===== config.mk =====
export PLATFORM = sky130hd
export DESIGN_NAME = vsense_access
export DESIGN_NICKNAME = d
export VERILOG_FILES = /design/src/hdl/vsense_pkg.sv /design/src/hdl/sample_fifo.sv /design/src/hdl/vsense_access.sv
export SDC_FILE = /design/constraint.sdc
export NUM_CORES = 1
export LEC_CHECK = 0
export ABC_AREA = 1
export BUFFER_PORTS_ARGS = -buffer_cell sky130_fd_sc_hd__buf_2
export CORE_ASPECT_RATIO = 1.25
export CORE_MARGIN = 4
export CORE_UTILIZATION = 60
export CTS_BUF_LIST = sky130_fd_sc_hd__clkbuf_4 sky130_fd_sc_hd__clkbuf_8
export DETAILED_ROUTE_END_ITERATION = 6
export PLACE_DENSITY = 0.73
export SYNTH_ARGS = -nofsm -noshare
export SYNTH_HDL_FRONTEND = slang
export SYNTH_HIERARCHICAL = 1
export SYNTH_SLANG_ARGS = --single-unit

===== constraint.sdc =====
create_clock -name ref_clk_in -period 5.2 [get_ports ref_clk_in]
set_input_delay 0.52 -clock ref_clk_in [delete_from_list [all_inputs] [get_ports ref_clk_in]]
set_output_delay 0.52 -clock ref_clk_in [all_outputs]
set_load 0.02 [all_outputs]

===== src/hdl/vsense_pkg.sv =====
// Constants, carriers and mode encodings for the voltage sensor core access.
// Assumes a single 40 MHz clock shared by the fabric controller and sensor.
// Functional notes
// - Eight-bit setup: mode, polarities, calibration, reserved
// - Modes 00/01/10 loop channels 2-7, 0-7, 0-1
// - Mode 11 converts the externally selected channel
// - Calibration bit gates calibration into result
// - Shift enable high eight cycles loads setup
// - Shift enable falling edge starts conversion
// - Conversion-done strobe per channel with result
// - Last channel asserts both strobes together
// - Sequence repeats until reset or reconfiguration
// - Reset clears registers, stops conversion
// - Setup loaded least significant bit first
// - Core access only while enable is high
package vsense_pkg;

    localparam int SETUP_W = 8;
    localparam int RESULT_W = 6;
    localparam int CHAN_W = 4;
    localparam int MODE_LSB = 0;
    localparam int POL0_BIT = 2;
    localparam int POL1_BIT = 3;
    localparam int CAL_BIT = 6;
    localparam logic [SETUP_W-1:0] SETUP_RESET = 8'h00;
    localparam logic [SETUP_W-1:0] SETUP_RSVD_MASK = 8'hb0;
    localparam logic [CHAN_W-1:0] CH_FIRST_LOW = 4'h0;
    localparam logic [CHAN_W-1:0] CH_FIRST_HIGH = 4'h2;
    localparam logic [CHAN_W-1:0] CH_LAST_ALL = 4'h7;
    localparam logic [CHAN_W-1:0] CH_LAST_PAIR = 4'h1;
    localparam logic [3:0] SHIFT_LEN = 4'h8;
    localparam logic [5:0] CAL_OFFSET = 6'h01;

    typedef enum logic [1:0] {
        MODE_CH2_TO_7 = 2'b00,
        MODE_CH0_TO_7 = 2'b01,
        MODE_CH0_TO_1 = 2'b10,
        MODE_EXTERNAL = 2'b11
    } seq_mode_t;

    typedef enum logic [1:0] {
        ST_IDLE = 2'b00,
        ST_CONFIG = 2'b01,
        ST_CONVERT = 2'b10
    } conv_state_t;

    typedef struct packed {
        logic cal_enable;
        logic ch1_polarity;
        logic ch0_polarity;
        seq_mode_t sequencer_mode;
    } setup_fields_t;

    typedef struct packed {
        logic [CHAN_W-1:0] channel;
        logic last;
        logic [RESULT_W-1:0] value;
    } sample_t;

    localparam int SAMPLE_W = CHAN_W + 1 + RESULT_W;

endpackage


===== src/hdl/sample_fifo.sv =====
// Parameterised synchronous FIFO with valid/ready on both sides.
// Assumes one clock; reset asynchronous active low.
module sample_fifo #(
    parameter int WIDTH = 8,
    parameter int DEPTH = 32
) (
    // Clock and reset
    input wire logic ref_clk_in,
    input wire logic rstn_in,
    // Fill side
    input wire logic in_valid_in,
    output logic in_ready_out,
    input wire logic [WIDTH-1:0] in_data_in,
    // Drain side
    output logic out_valid_out,
    input wire logic out_ready_in,
    output logic [WIDTH-1:0] out_data_out
);
    localparam int AW = $clog2(DEPTH);

    logic [WIDTH-1:0] mem [DEPTH];
    logic [AW-1:0] wr_ptr_q;
    logic [AW-1:0] rd_ptr_q;
    logic [AW:0] count_q;
    logic push;
    logic pop;

    assign in_ready_out = (count_q != (AW+1)'(DEPTH));
    assign out_valid_out = (count_q != '0);
    assign push = in_valid_in && in_ready_out;
    assign pop = out_valid_out && out_ready_in;
    assign out_data_out = mem[rd_ptr_q];

    always_ff @(posedge ref_clk_in) begin
        if (push) begin
            mem[wr_ptr_q] <= in_data_in;
        end
    end

    always_ff @(posedge ref_clk_in or negedge rstn_in) begin
        if (!rstn_in) begin
            wr_ptr_q <= '0;
            rd_ptr_q <= '0;
            count_q <= '0;
        end else begin
            if (push) begin
                wr_ptr_q <= (wr_ptr_q == AW'(DEPTH-1)) ? '0 : wr_ptr_q + 1'b1;
            end
            if (pop) begin
                rd_ptr_q <= (rd_ptr_q == AW'(DEPTH-1)) ? '0 : rd_ptr_q + 1'b1;
            end
            count_q <= count_q + (AW+1)'(push) - (AW+1)'(pop);
        end
    end

    chk_fifo_bound: assert property (@(posedge ref_clk_in)
        disable iff (!rstn_in) count_q <= (AW+1)'(DEPTH))
        else $error("FIFO count exceeds depth");

endmodule // sample_fifo


===== src/hdl/vsense_access.sv =====
// Sensor side of the core access port: serial setup, sequencer, strobes.
// Assumes the fabric controller follows the enable/reset/config sequence.
module vsense_access #(
    parameter int CONV_CYCLES = 80,
    parameter int FIFO_DEPTH = 32
) (
    // Clock and resets
    input wire logic ref_clk_in,
    input wire logic rstn_in,
    input wire logic sensor_reset_in,
    // Core access control
    input wire logic core_enable_in,
    input wire logic config_shift_in,
    input wire logic config_data_in,
    input wire logic [vsense_pkg::CHAN_W-1:0] chan_select_in,
    // Analogue result of current channel
    input wire logic [vsense_pkg::RESULT_W-1:0] adc_raw_in,
    // Strobes and data
    output logic conv_done_out,
    output logic seq_done_out,
    output logic [vsense_pkg::RESULT_W-1:0] result_out,
    output logic [vsense_pkg::CHAN_W-1:0] active_chan_out,
    // Buffered sample stream
    output logic sample_valid_out,
    input wire logic sample_ready_in,
    output logic [vsense_pkg::SAMPLE_W-1:0] sample_data_out
);
    localparam int CW = $clog2(CONV_CYCLES + 1);

    // ****************************************
    // Setup shift register
    // ****************************************
    logic [vsense_pkg::SETUP_W-1:0] setup_q;
    logic [3:0] shift_cnt_q;
    logic shift_prev_q;
    logic active;
    logic start_conv;
    vsense_pkg::setup_fields_t fields;

    assign active = core_enable_in && !sensor_reset_in;
    assign start_conv = active && shift_prev_q && !config_shift_in;
    assign fields = '{cal_enable: setup_q[vsense_pkg::CAL_BIT],
                      ch1_polarity: setup_q[vsense_pkg::POL1_BIT],
                      ch0_polarity: setup_q[vsense_pkg::POL0_BIT],
                      sequencer_mode: vsense_pkg::seq_mode_t'(
                          setup_q[vsense_pkg::MODE_LSB +: 2])};

    always_ff @(posedge ref_clk_in or negedge rstn_in) begin
        if (!rstn_in) begin
            setup_q <= vsense_pkg::SETUP_RESET;
            shift_cnt_q <= '0;
        end else if (!active) begin
            setup_q <= vsense_pkg::SETUP_RESET;
            shift_cnt_q <= '0;
        end else if (config_shift_in
                     && shift_cnt_q < vsense_pkg::SHIFT_LEN) begin
            // LSB first: new bit enters at top, walks down
            setup_q <= {config_data_in, setup_q[vsense_pkg::SETUP_W-1:1]};
            shift_cnt_q <= shift_cnt_q + 4'h1;
        end else if (!config_shift_in) begin
            shift_cnt_q <= '0;
        end
    end

    always_ff @(posedge ref_clk_in or negedge rstn_in) begin
        if (!rstn_in) begin
            shift_prev_q <= 1'b0;
        end else begin
            shift_prev_q <= config_shift_in && active;
        end
    end

    // ****************************************
    // Sequencer
    // ****************************************
    vsense_pkg::conv_state_t state_q;
    logic [CW-1:0] timer_q;
    logic [vsense_pkg::CHAN_W-1:0] chan_q;
    logic [vsense_pkg::CHAN_W-1:0] first_ch;
    logic [vsense_pkg::CHAN_W-1:0] last_ch;
    logic conv_end;
    logic is_last;
    logic external;

    assign external = fields.sequencer_mode == vsense_pkg::MODE_EXTERNAL;

    always_comb begin
        first_ch = vsense_pkg::CH_FIRST_LOW;
        last_ch = vsense_pkg::CH_LAST_ALL;
        case (fields.sequencer_mode)
            vsense_pkg::MODE_CH2_TO_7: begin
                first_ch = vsense_pkg::CH_FIRST_HIGH;
            end
            vsense_pkg::MODE_CH0_TO_7: begin
                last_ch = vsense_pkg::CH_LAST_ALL;
            end
            vsense_pkg::MODE_CH0_TO_1: begin
                last_ch = vsense_pkg::CH_LAST_PAIR;
            end
            default: begin
                first_ch = vsense_pkg::CH_FIRST_LOW;
            end
        endcase
    end

    assign conv_end = state_q == vsense_pkg::ST_CONVERT
                      && timer_q == CW'(CONV_CYCLES - 1);
    assign is_last = !external && chan_q == last_ch;

    always_ff @(posedge ref_clk_in or negedge rstn_in) begin
        if (!rstn_in) begin
            state_q <= vsense_pkg::ST_IDLE;
        end else if (!active) begin
            state_q <= vsense_pkg::ST_IDLE;
        end else begin
            case (state_q)
                vsense_pkg::ST_IDLE: begin
                    if (config_shift_in) begin
                        state_q <= vsense_pkg::ST_CONFIG;
                    end
                end
                vsense_pkg::ST_CONFIG: begin
                    if (start_conv) begin
                        state_q <= vsense_pkg::ST_CONVERT;
                    end
                end
                vsense_pkg::ST_CONVERT: begin
                    // Reload mid-sequence is the controller's fault; obey it
                    if (config_shift_in) begin
                        state_q <= vsense_pkg::ST_CONFIG;
                    end
                end
                default: begin
                    state_q <= vsense_pkg::ST_IDLE;
                end
            endcase
        end
    end

    always_ff @(posedge ref_clk_in or negedge rstn_in) begin
        if (!rstn_in) begin
            timer_q <= '0;
        end else if (!active || state_q != vsense_pkg::ST_CONVERT
                     || conv_end) begin
            timer_q <= '0;
        end else begin
            timer_q <= timer_q + 1'b1;
        end
    end

    always_ff @(posedge ref_clk_in or negedge rstn_in) begin
        if (!rstn_in) begin
            chan_q <= '0;
        end else if (!active) begin
            chan_q <= '0;
        end else if (start_conv) begin
            chan_q <= external ? chan_select_in : first_ch;
        end else if (conv_end) begin
            if (external) begin
                chan_q <= chan_select_in;
            end else if (is_last) begin
                chan_q <= first_ch;
            end else begin
                chan_q <= chan_q + 1'b1;
            end
        end
    end

    // ****************************************
    // Strobes and result
    // ****************************************
    logic [vsense_pkg::RESULT_W-1:0] value;

    // Calibration trim only applied when enabled
    assign value = fields.cal_enable ? adc_raw_in + vsense_pkg::CAL_OFFSET
                                     : adc_raw_in;

    always_ff @(posedge ref_clk_in or negedge rstn_in) begin
        if (!rstn_in) begin
            conv_done_out <= 1'b0;
            seq_done_out <= 1'b0;
            result_out <= '0;
            active_chan_out <= '0;
        end else if (!active) begin
            // Sensor reset clears its result registers too
            conv_done_out <= 1'b0;
            seq_done_out <= 1'b0;
            result_out <= '0;
            active_chan_out <= '0;
        end else begin
            conv_done_out <= conv_end && active;
            seq_done_out <= conv_end && active && is_last;
            if (conv_end) begin
                result_out <= value;
                active_chan_out <= chan_q;
            end
        end
    end

    // ****************************************
    // Sample FIFO
    // ****************************************
    vsense_pkg::sample_t sample;
    logic fifo_ready;

    assign sample = '{channel: active_chan_out, last: seq_done_out,
                      value: result_out};

    sample_fifo #(
        .WIDTH(vsense_pkg::SAMPLE_W),
        .DEPTH(FIFO_DEPTH)
    ) u_fifo (
        .ref_clk_in(ref_clk_in),
        .rstn_in(rstn_in),
        .in_valid_in(conv_done_out),
        .in_ready_out(fifo_ready),
        .in_data_in(sample),
        .out_valid_out(sample_valid_out),
        .out_ready_in(sample_ready_in),
        .out_data_out(sample_data_out)
    );

    // ****************************************
    // Checks
    // ****************************************
    chk_strobe_single: assert property (@(posedge ref_clk_in)
        disable iff (!rstn_in) conv_done_out |=> !conv_done_out)
        else $error("Conversion strobe longer than one cycle");
    chk_seq_with_conv: assert property (@(posedge ref_clk_in)
        disable iff (!rstn_in) seq_done_out |-> conv_done_out)
        else $error("Sequence strobe without conversion strobe");
    chk_no_conv_reset: assert property (@(posedge ref_clk_in)
        disable iff (!rstn_in) !active |=> !conv_done_out && !seq_done_out
        && result_out == '0 && state_q == vsense_pkg::ST_IDLE)
        else $error("Strobe while inactive");
    chk_start_first: assert property (@(posedge ref_clk_in)
        disable iff (!rstn_in) start_conv && !external
        |=> chan_q == $past(first_ch))
        else $error("Sequence did not start on first channel");
    chk_ext_channel: assert property (@(posedge ref_clk_in)
        disable iff (!rstn_in) start_conv && external
        |=> chan_q == $past(chan_select_in))
        else $error("External channel not taken");
    chk_shift_lsb: assert property (@(posedge ref_clk_in)
        disable iff (!rstn_in) active && config_shift_in && shift_cnt_q == '0
        ##1 (active && config_shift_in) [*7]
        |=> setup_q[0] == $past(config_data_in, 8))
        else $error("First shifted bit not in bit zero");
    chk_wrap_first: assert property (@(posedge ref_clk_in)
        disable iff (!rstn_in) conv_end && is_last && active
        && !config_shift_in |=> chan_q == first_ch)
        else $error("Sequence did not wrap");
    chk_result_cal: assert property (@(posedge ref_clk_in)
        disable iff (!rstn_in) conv_end && !fields.cal_enable
        |=> result_out == $past(adc_raw_in))
        else $error("Uncalibrated result altered");
    chk_start_edge: assert property (@(posedge ref_clk_in)
        disable iff (!rstn_in) start_conv && state_q == vsense_pkg::ST_CONFIG
        |=> state_q == vsense_pkg::ST_CONVERT)
        else $error("Shift enable fall did not start conversion");
    chk_fifo_accept: assert property (@(posedge ref_clk_in)
        disable iff (!rstn_in) conv_done_out |-> fifo_ready)
        else $error("Sample dropped by full FIFO");

    cov_seq_done: cover property (@(posedge ref_clk_in) seq_done_out);
    cov_external: cover property (@(posedge ref_clk_in)
        conv_done_out && external);
    cov_pair_mode: cover property (@(posedge ref_clk_in)
        seq_done_out && fields.sequencer_mode == vsense_pkg::MODE_CH0_TO_1);

endmodule // vsense_access


# [After elaboration in Yosys (flattened, before gate mapping)]
# Memories as Yosys holds them, arrays and structs flattened.
# Index checks and enable logic that the tools add are counted.
[word_totals] elab_cells=90 memories=1 out_inout_bits=24 ram_bits=352 in_bits=17 regBits=54
[op_classes] n_eq_ne=16 reduce_logical=22 mux=29 n_addsub=8 magnitude_cmp=1
[memory_table] name="u_fifo.mem" depth=32 word_bits=11 rd=1 rd_ports_with_merged_regs=0 wr=1 line_no="sample_fifo.sv:21" rtl="logic [WIDTH-1:0] mem [DEPTH];"
[ops] cell="$mux W4" count=11
[ops] cell="$mux W6" count=3
[ops] cell="$mux W8" count=2
[ops] cell="$logic_and A1 B1 Y1" count=11
[ops] cell="$add A5 B1 Y5 const B" count=2
[ops] cell="$eq A5 B5 Y1 const B" count=2
[ops] cell="$mux W5" count=2
[ops] cell="$add A4 B1 Y4 const B" count=2
[ops] cell="$mux W2" count=4
[ops] cell="$add A7 B1 Y7 const B" count=1
[ops] cell="$eq A7 B7 Y1 const B" count=1
[ops] cell="$mux W7" count=1
[ops] cell="$add A6 B1 Y6" count=1
[ops] cell="$add A6 B1 Y6 const B" count=1
[ops] cell="$eq A2 B2 Y1 const B" count=3
[ops] cell="$ne A3 B3 Y1 const B" count=2
[ops] cell="$ne A6 B6 Y1 const B" count=1
[ops] cell="$reduce_bool A6 Y1" count=1
[ops] cell="$sub A6 B1 Y6" count=1
[ops] cell="$eq A4 B4 Y1" count=1
[ops] cell="$logic_not A1 Y1" count=4
[ops] cell="$logic_not A2 Y1" count=2
[ops] cell="$lt A4 B4 Y1 const B" count=1
[ops] cell="$mux W1" count=4
[ops] cell="10 further kinds" count=12

# [Depth between registers and ports, before layout]
# Gate-level depths: netlist of the first run.
[depth] depth_word=9 ltp_mapped=13 ltp_nobuf=13

# [Cells and area by module]
# Netlist of the first run, hierarchy kept.
[modules_own_cells] mod="sample_fifo" cells_per_inst=1503 area_per_inst_um2=15930.3 instances=1 seq_area_each_um2=10970.5
[modules_own_cells] mod="vsense_access" cells_per_inst=224 area_per_inst_um2=1870.5 instances=1 seq_area_each_um2=950.9

# [Worst setup path before layout of the first run]
# Ideal clock, no wire load.
[synth_path] path_kind="flip-flop to flip-flop" from="register u_fifo.count_q[2]" to="register u_fifo.count_q[4]" stages_incl_launch_ff=14 synth_period_minus_slack_ns=2.533 setup_slack_ns=2.667 setup_time_ns=0.079 required_time_ns=5.121 path_buffers=0 arrival_ns=2.454 path_cell_list="dfrtp_1 inv_1 ha_1 nand4_1 nand2_1 inv_2 ha_1 inv_1 ha_1 fa_1 a21oi_1 nor2_1 nor2_1 xor2_1"
[synth_between] elab_cells_between_ends=6 cone_classes="add/sub (2); eq/ne (1); reduce/logical (3)"
[synth_lines] element="start, declared" line_no="sample_fifo.sv:24" rtl="logic [AW:0] count_q;"
[synth_lines] element="start signal, assigned" line_no="sample_fifo.sv:52" rtl="count_q <= count_q + (AW+1)'(push) - (AW+1)'(pop);"
[synth_lines] element="$reduce_bool A6 Y1" line_no="sample_fifo.sv:29" rtl="assign out_valid_out = (count_q != '0);"
[synth_lines] element="via sample_valid_out" line_no="vsense_access.sv:24" rtl="output logic sample_valid_out,"
[synth_lines] element="$logic_and A1 B1 Y1" line_no="sample_fifo.sv:31" rtl="assign pop = out_valid_out && out_ready_in;"
[synth_lines] element="via u_fifo.pop" line_no="sample_fifo.sv:26" rtl="logic pop;"
[synth_lines] element="$sub A6 B1 Y6" line_no="sample_fifo.sv:52"
# The timed path passes the listed nets, and every way through them passes these cells.
# A chain may end at the register's enable or synchronous reset.

# [Worst setup path in the final report of the first run]
[layout_path] from="register u_fifo.rd_ptr_q[2]" to="output port sample_data_out[6] (netlist bit)"
[layout_between] elab_chain_cells=1
[layout_rtl] element="start, declared" line_no="sample_fifo.sv:23" rtl="logic [AW-1:0] rd_ptr_q;"
[layout_rtl] element="start signal, assigned" line_no="sample_fifo.sv:50" rtl="rd_ptr_q <= (rd_ptr_q == AW'(DEPTH-1)) ? '0 : rd_ptr_q + 1'b1;"
[layout_rtl] element="$mem_v2 Z32 W11"
[layout_rtl] element="end, declared" line_no="vsense_access.sv:26" rtl="output logic [vsense_pkg::SAMPLE_W-1:0] sample_data_out"
# Every way passes these cells.

==> flow_summary_export.csv, run 1 <==
group,metric,value,unit
timing,hold_ws,0.0427,ns
clocking,clock-sinks,406,
synth,ys_warn_count,6,
route,wire_per_inst,19.2,um
timing,worstMarginPinSlew,1.47,ns
worst_setup_path,required,4.68,ns
placed_design,dp_cells,2110,
clocking,clkLatencyLatePin,0.63,ns
worst_setup_path,critical-path-slowest-cell,"dfrtp_1",
clocking,cts_resized,0,
synth,syn_inst,1727,
synth,synth_top_area_share,59.4,%
synth,synth-seq-area-share,67.0,%
clocking,post_cts_buffers,0,
worst_setup_path,r2r_slack,2.12,ns
pwr,p_leak,8.31,nW
timing,setup_viol_count_final,0,
synth,synth_area_leaders,"edfxtp_1, nand2_1, dfrtp_1",
floorplan,start_util,60.9,%
floorplan,core_area,29300,um2
route,dr.pass1.iters,7,
timing,relSlewSlack,1.73,%
layout,mostFrequentLayoutCells,"nand2_1, edfxtp_1, nand3_1",
global_route,first_global_vias,11776,
status,violations,"design-rule violations",
worst_setup_path,crit_chain,"inv_1, nand2_1, a21oi_1, nor2_1, nand2_1, nand2_1, inv_1, buf_2",
timing,fin_skew,0.0333,ns
synth,synth.cell_area,17800,um2
run,cap_violations,0,
layout,multi_input_area,4600,um2
clocking,ctsHoldBuffers,0,
layout,finalNonFillerCells,2217,
clocking,clk_pin_slew,0.06,ns
worst_setup_path,timing.rr.start,"u_fifo/count_q[2]",
worst_setup_path,crit_arrival,3.53,ns
layout,diodes,0,
global_route,antenna_found_initial,0,
timing,fin_setup_tns,0,ns
floorplan,rows,70,
global_route,grt_use_total,26.4,%
route,drt-initial-drc-count,1164,
status,outcome,"finished with violations",
clocking,root_buffer,"clkbuf_8",
pwr,vdd_drop_max,376,uV
route,drc_errors,1,
timing,post-route-period-util,77.9,%
clocking,cts_inserted_buffers,58,
worst_setup_path,cp-start-kind,"register",
placed_design,placed_cell_area,18300,um2
pwr,power.density,450,nW/um2
synth,synth_top_area_cell,"edfxtp_1",
worst_setup_path,timing.rr.end,"u_fifo/mem[9][5]",
timing,rsz0062_at_grt,"false",
layout,layout_commonest_cell,"nand2_1",
global_route,grt_pass1_wl,65.9,mm
layout,fill_cells,2292,
layout,fin_nets,1812,
synth,synth_edf_count,352,
layout,fin_util,66.5,%
layout,stdcell_area,19500,um2
synth,synth-seq-cells,406,
timing,post-route-min-period,4.05,ns
layout,drive_above_1_share,9.67,%
placed_design,place.gp.congestion,0.897,
route,num_vias,12181,
layout,area_delta_synth_final,9.29,%
worst_setup_path,critical_path_class,"register to primary output",
route,wl,42.6,mm
global_route,overflow,0,
timing,max_freq,247,MHz
timing,hold_violations,0,
synth,syn_area_per_cell,10.3,um2
worst_setup_path,cp_slowest_stage_delay,0.89,ns
floorplan,die-area,32500,um2
clocking,clock_path_buffers,3,
worst_setup_path,cp-end-kind,"primary output",
floorplan,die_w,162,um
route,viasPerCell,5.49,
synth,synth_top_flop_cell,"edfxtp_1",
route,final_antenna_net_count,0,
global_route,grt_max_degree,190,
synth,synth_nets,1765,
worst_setup_path,crit_path_frequent_cell,"nand2_1",
synth,ys_types,34,
placed_design,dp_hpwl,26.2,mm
timing,slew_violations,0,
worst_setup_path,reg2regPathDepth,7,
layout,seq_area,11900,um2
placed_design,io_buffers,40,
worst_setup_path,cp_max_fo,26,
floorplan,dieHeight,201,um
floorplan,ios,41,
clocking,cts_max_level,2,
worst_setup_path,crit_family,"simple AND/OR/NAND/NOR gates",
clocking,tritoncts,"yes",
min_path,hold_path.class,"primary input to asynchronous set/reset pin",
synth,synth_async_sr_flop_share,13.3,%
worst_setup_path,crit_buf_inv,3,
==> report_power, final <==
part	internal (mW)	switching (mW)
clock network	1.33	1.18
registers	3.54	0.0732
logic	0.757	1.86
==> logic make-up after synthesis <==
group	count (synthesis)	share of synthesized area, %
multiplexers	1	0.0562
XOR/XNOR	13	0.640
buffers and inverters	305	7.21
adder cells (fa/ha/maj)	21	1.52
AND/OR/NAND/NOR	913	21.4
AO/OA/AOI/OAI	68	2.16
flip-flops	406	67.0
==> routing by layer <==
layer,vias to the layer above,global-route usage (%),share of wire (%)
li1,5753,-,-
met1,5814,33.4,38
met2,506,44.7,50
met3,108,4.74,7.7
met4,0,11.3,4.2
met5,-,0,0
==> state kept, by name, summed over array words and instances, names as in the netlist, 2 cells and up <==
register and count:
state_q 2, setup_q 8, u_fifo/rd_ptr_q 5, u_fifo/mem 352, shift_cnt_q 4, active_chan_out 4, u_fifo/count_q 6, timer_q 7
result_out 6, u_fifo/wr_ptr_q 5, chan_q 4
==> worst register-to-register path: stages (launching register included) <==
cell and delay, ns:
dfrtp_1 0.36, inv_1 0.07, ha_1 0.21, nand4_1 0.11, nand2_2 0.19, inv_2 0.20, nand2_1 0.34, nor2_1 1.22
==> cell type report <==
cell class                      instances  area share [%]
Inverter                              231            4.47
Tap cell                              396            2.55
Timing Repair Buffer                   61            2.03
Multi-Input combinational cell       1016            23.6
Clock inverter                         32            1.19
Sequential cell                       406            61.3
Clock buffer                           75            4.82
==> worst max-delay path by stage <==
stage,endpoint,startpoint,cells after the start
after floorplan,u_fifo/count_q[4],u_fifo/count_q[2],13
after global placement,sample_data_out[6],u_fifo/rd_ptr_q[2],8
after detailed placement,sample_data_out[4],u_fifo/rd_ptr_q[2],8
after CTS,sample_data_out[4],u_fifo/rd_ptr_q[2],8
after global routing,sample_data_out[6],u_fifo/rd_ptr_q[2],8
final,sample_data_out[6],u_fifo/rd_ptr_q[2],8
==> synth_stat cells (all sizes together), types with 11 or more instances <==
library cell  count
inv             231
nand2           571
edfxtp          352
o21ai            21
clkbuf           11
nor2             88
buf              63
nand3           235
dfrtp            54
ha               20
a21oi            26
o211ai           11
==> per-stage QoR <==
stage / setup WS, ns / power, mW
finish: 1.15 / 8.75
global placement: 1.81 / 6.26
global route: 0.875 / 9.19
CTS: 1.14 / 8.77
floorplan: 2.67 / 5.52
detailed placement: 1.79 / 6.27
(Power assumes the default switching activity.)
==> run 2: changes to the inputs <==
clock period = 3.94 ns   (was 5.2 ns; I/O delays follow)
==> flow_summary_export.csv, run 2 (synthesis results as in run 1) <==
group,metric,value,unit
min_path,hold_depth,5,
route,viasPerCell,5.51,
timing,relSlewSlack,22.7,%
global_route,grt_use_total,26.1,%
layout,fin_nets,1848,
layout,fill_cells,2266,
layout,mostFrequentLayoutCells,"nand2_1, edfxtp_1, nand3_1",
floorplan,ios,41,
layout,largest_reg_flops,352,
timing,hold_violations,0,
floorplan,rows,70,
timing,setup_viol_count_final,0,
global_route,antenna_found_initial,0,
pwr,p_sw,4.19,mW
worst_setup_path,reg2regPathDepth,7,
worst_setup_path,cp-end-kind,"primary output",
global_route,grt_pass1_wl,66.3,mm
route,drc_errors,4,
worst_setup_path,critical_path_class,"register to primary output",
timing,fin_skew,0.0163,ns
pwr,p_leak,8.58,nW
route,dr.pass1.iters,7,
floorplan,dieHeight,201,um
global_route,grt_max_degree,80,
placed_design,place.gp.congestion,0.851,
floorplan,core_area,29300,um2
timing,post-route-period-util,89.4,%
pwr,p_int,7.79,mW
timing,slew_violations,0,
timing,max_freq,284,MHz
floorplan,start_util,60.9,%
route,num_vias,12431,
layout,diodes,0,
clocking,cts_inserted_buffers,60,
route,wl,42.1,mm
floorplan,die-area,32500,um2
clocking,cts_max_level,2,
worst_setup_path,cp-start-kind,"register",
global_route,first_global_vias,12197,
clocking,clock-sinks,406,
worst_setup_path,timing.rr.end,"u_fifo/mem[28][0]",
layout,largestRegisters,"u_fifo/mem (352), setup_q (8), timer_q (7)",
clocking,clkLatencyLatePin,0.61,ns
min_path,worstHoldStart,"chan_select_in[3]",
timing,rsz0062_at_grt,"false",
layout,multi_input_area,4600,um2
worst_setup_path,required,3.55,ns
global_route,overflow,0,
placed_design,io_buffers,40,
clocking,clk_pin_slew,0.07,ns
pwr,p_sw_share,35.0,%
run,cap_violations,0,
status,violations,"design-rule violations",
clocking,clock_path_buffers,3,
layout,seq_area,11900,um2
min_path,min_to,"chan_q[3]",
pwr,seq_power_share,39.8,%
layout,area_delta_synth_final,11.5,%
layout,top_register,"u_fifo/mem",
timing,worstMarginPinSlew,1.15,ns
min_path,hold_path.class,"primary input to register",
route,drt-initial-drc-count,1272,
layout,drive_above_1_share,11.7,%
floorplan,die_w,162,um
layout,layout_commonest_cell,"nand2_1",
timing,post-route-min-period,3.52,ns
clocking,root_buffer,"clkbuf_8",
route,wire_per_inst,18.7,um
route,final_antenna_net_count,0,
worst_setup_path,crit_arrival,3.13,ns
worst_setup_path,r2r_slack,1.25,ns
worst_setup_path,cp_max_fo,73,
clocking,tritoncts,"yes",
placed_design,dp_hpwl,25.5,mm
pwr,power.density,603,nW/um2
pwr,p_total,12.0,mW
timing,fin_setup_tns,0,ns
worst_setup_path,timing.rr.start,"u_fifo/count_q[2]",
status,outcome,"finished with violations",
pwr,vdd_drop_max,601,uV
pwr,combPwrFrac,29.4,%
pwr,clkPwrFrac,30.7,%
-- run 2: cell count changes in the layout (fill, tap and decap cells not counted), moves of 2 or more --
| cell | before | now |
|---|---|---|
| buf_12 | 3 | 1 |
| clkbuf_8 | 60 | 72 |
| clkinvlp_4 | 4 | 0 |
| clkinv_2 | 10 | 8 |
| clkinv_1 | 14 | 9 |
| clkbuf_4 | 15 | 18 |
| dlygate4sd3_1 | 0 | 2 |
| buf_4 | 18 | 52 |
-- run 2: how the worst max path moves through the flow --
stage,cells after the start,start,slack (ns),endpoint
2_1_floorplan,13,u_fifo/count_q[2],1.41,u_fifo/count_q[4]
3_3_place_gp,11,u_fifo/rd_ptr_q[0],1.12,sample_data_out[8]
3_5_place_dp,11,u_fifo/rd_ptr_q[0],1.12,sample_data_out[8]
4_1_cts,11,u_fifo/rd_ptr_q[0],0.45,sample_data_out[8]
5_1_grt,11,u_fifo/rd_ptr_q[0],0.27,sample_data_out[6]
6_report,11,u_fifo/rd_ptr_q[0],0.42,sample_data_out[8]
-- run 2: final cells by class --
cell class	count	area share (%)
Sequential cell	406	60.1
Clock buffer	90	5.67
Clock inverter	23	1.06
Tap cell	396	2.50
Multi-Input combinational cell	1016	23.1
Timing Repair Buffer	95	3.18
Inverter	231	4.38
-- run 2: critical path, stage by stage, from the launching register on --
cell and delay (ns):
dfrtp_4 0.63, inv_4 0.54, buf_12 0.37, nand2_1 0.10
nand2_1 0.08, nand2_1 0.05, nand3_1 0.12, nand3_1 0.11
nand2_1 0.13, nand2_1 0.09, inv_1 0.06, buf_2 0.15
-- run 2: through the flow --
stage                     cell area, um2  hold slack [ns]  cells  util (%)  worst slack (ns)
after global placement             18500            0.373   2142      63.2              1.12
after global routing               19900           0.0809   2257      67.9             0.270
final                              19900           0.0651   2257      67.9             0.417
after detailed placement           18500            0.377   2142      63.2              1.12
after CTS                          19900           0.0261   2257      67.9             0.448
after floorplan                    17800           0.0984   1727         -              1.41
-- run 2: repair_timing --
item	4_1_cts	5_1_grt
setup buffers	0	0
gates resized for setup	0	0
hold buffers	2	0
endpoints found under the hold margin	22	0
-- run 2: routing by layer --
layer  share of wire, %  global-route usage (%)  vias to the layer above  wire length [um]
met1                 39                    35.1                     5957             16500
li1                   -                       -                     5834                 -
met2                 50                    43.4                      533             20900
met5                  0                       0                        -                 0
met4                3.6                    10.1                        0              1520
met3                7.6                    3.76                      107              3190
-- run 2: power groups by stage --
stage / sequential (mW) / combinational [mW] / clock [mW]
final: 4.77 / 3.53 / 3.68
after global routing: 4.77 / 3.86 / 3.93
after global placement: 4.85 / 3.43 / 0
after detailed placement: 4.86 / 3.47 / 0
after CTS: 4.77 / 3.49 / 3.73
after floorplan: 4.79 / 2.49 / 0
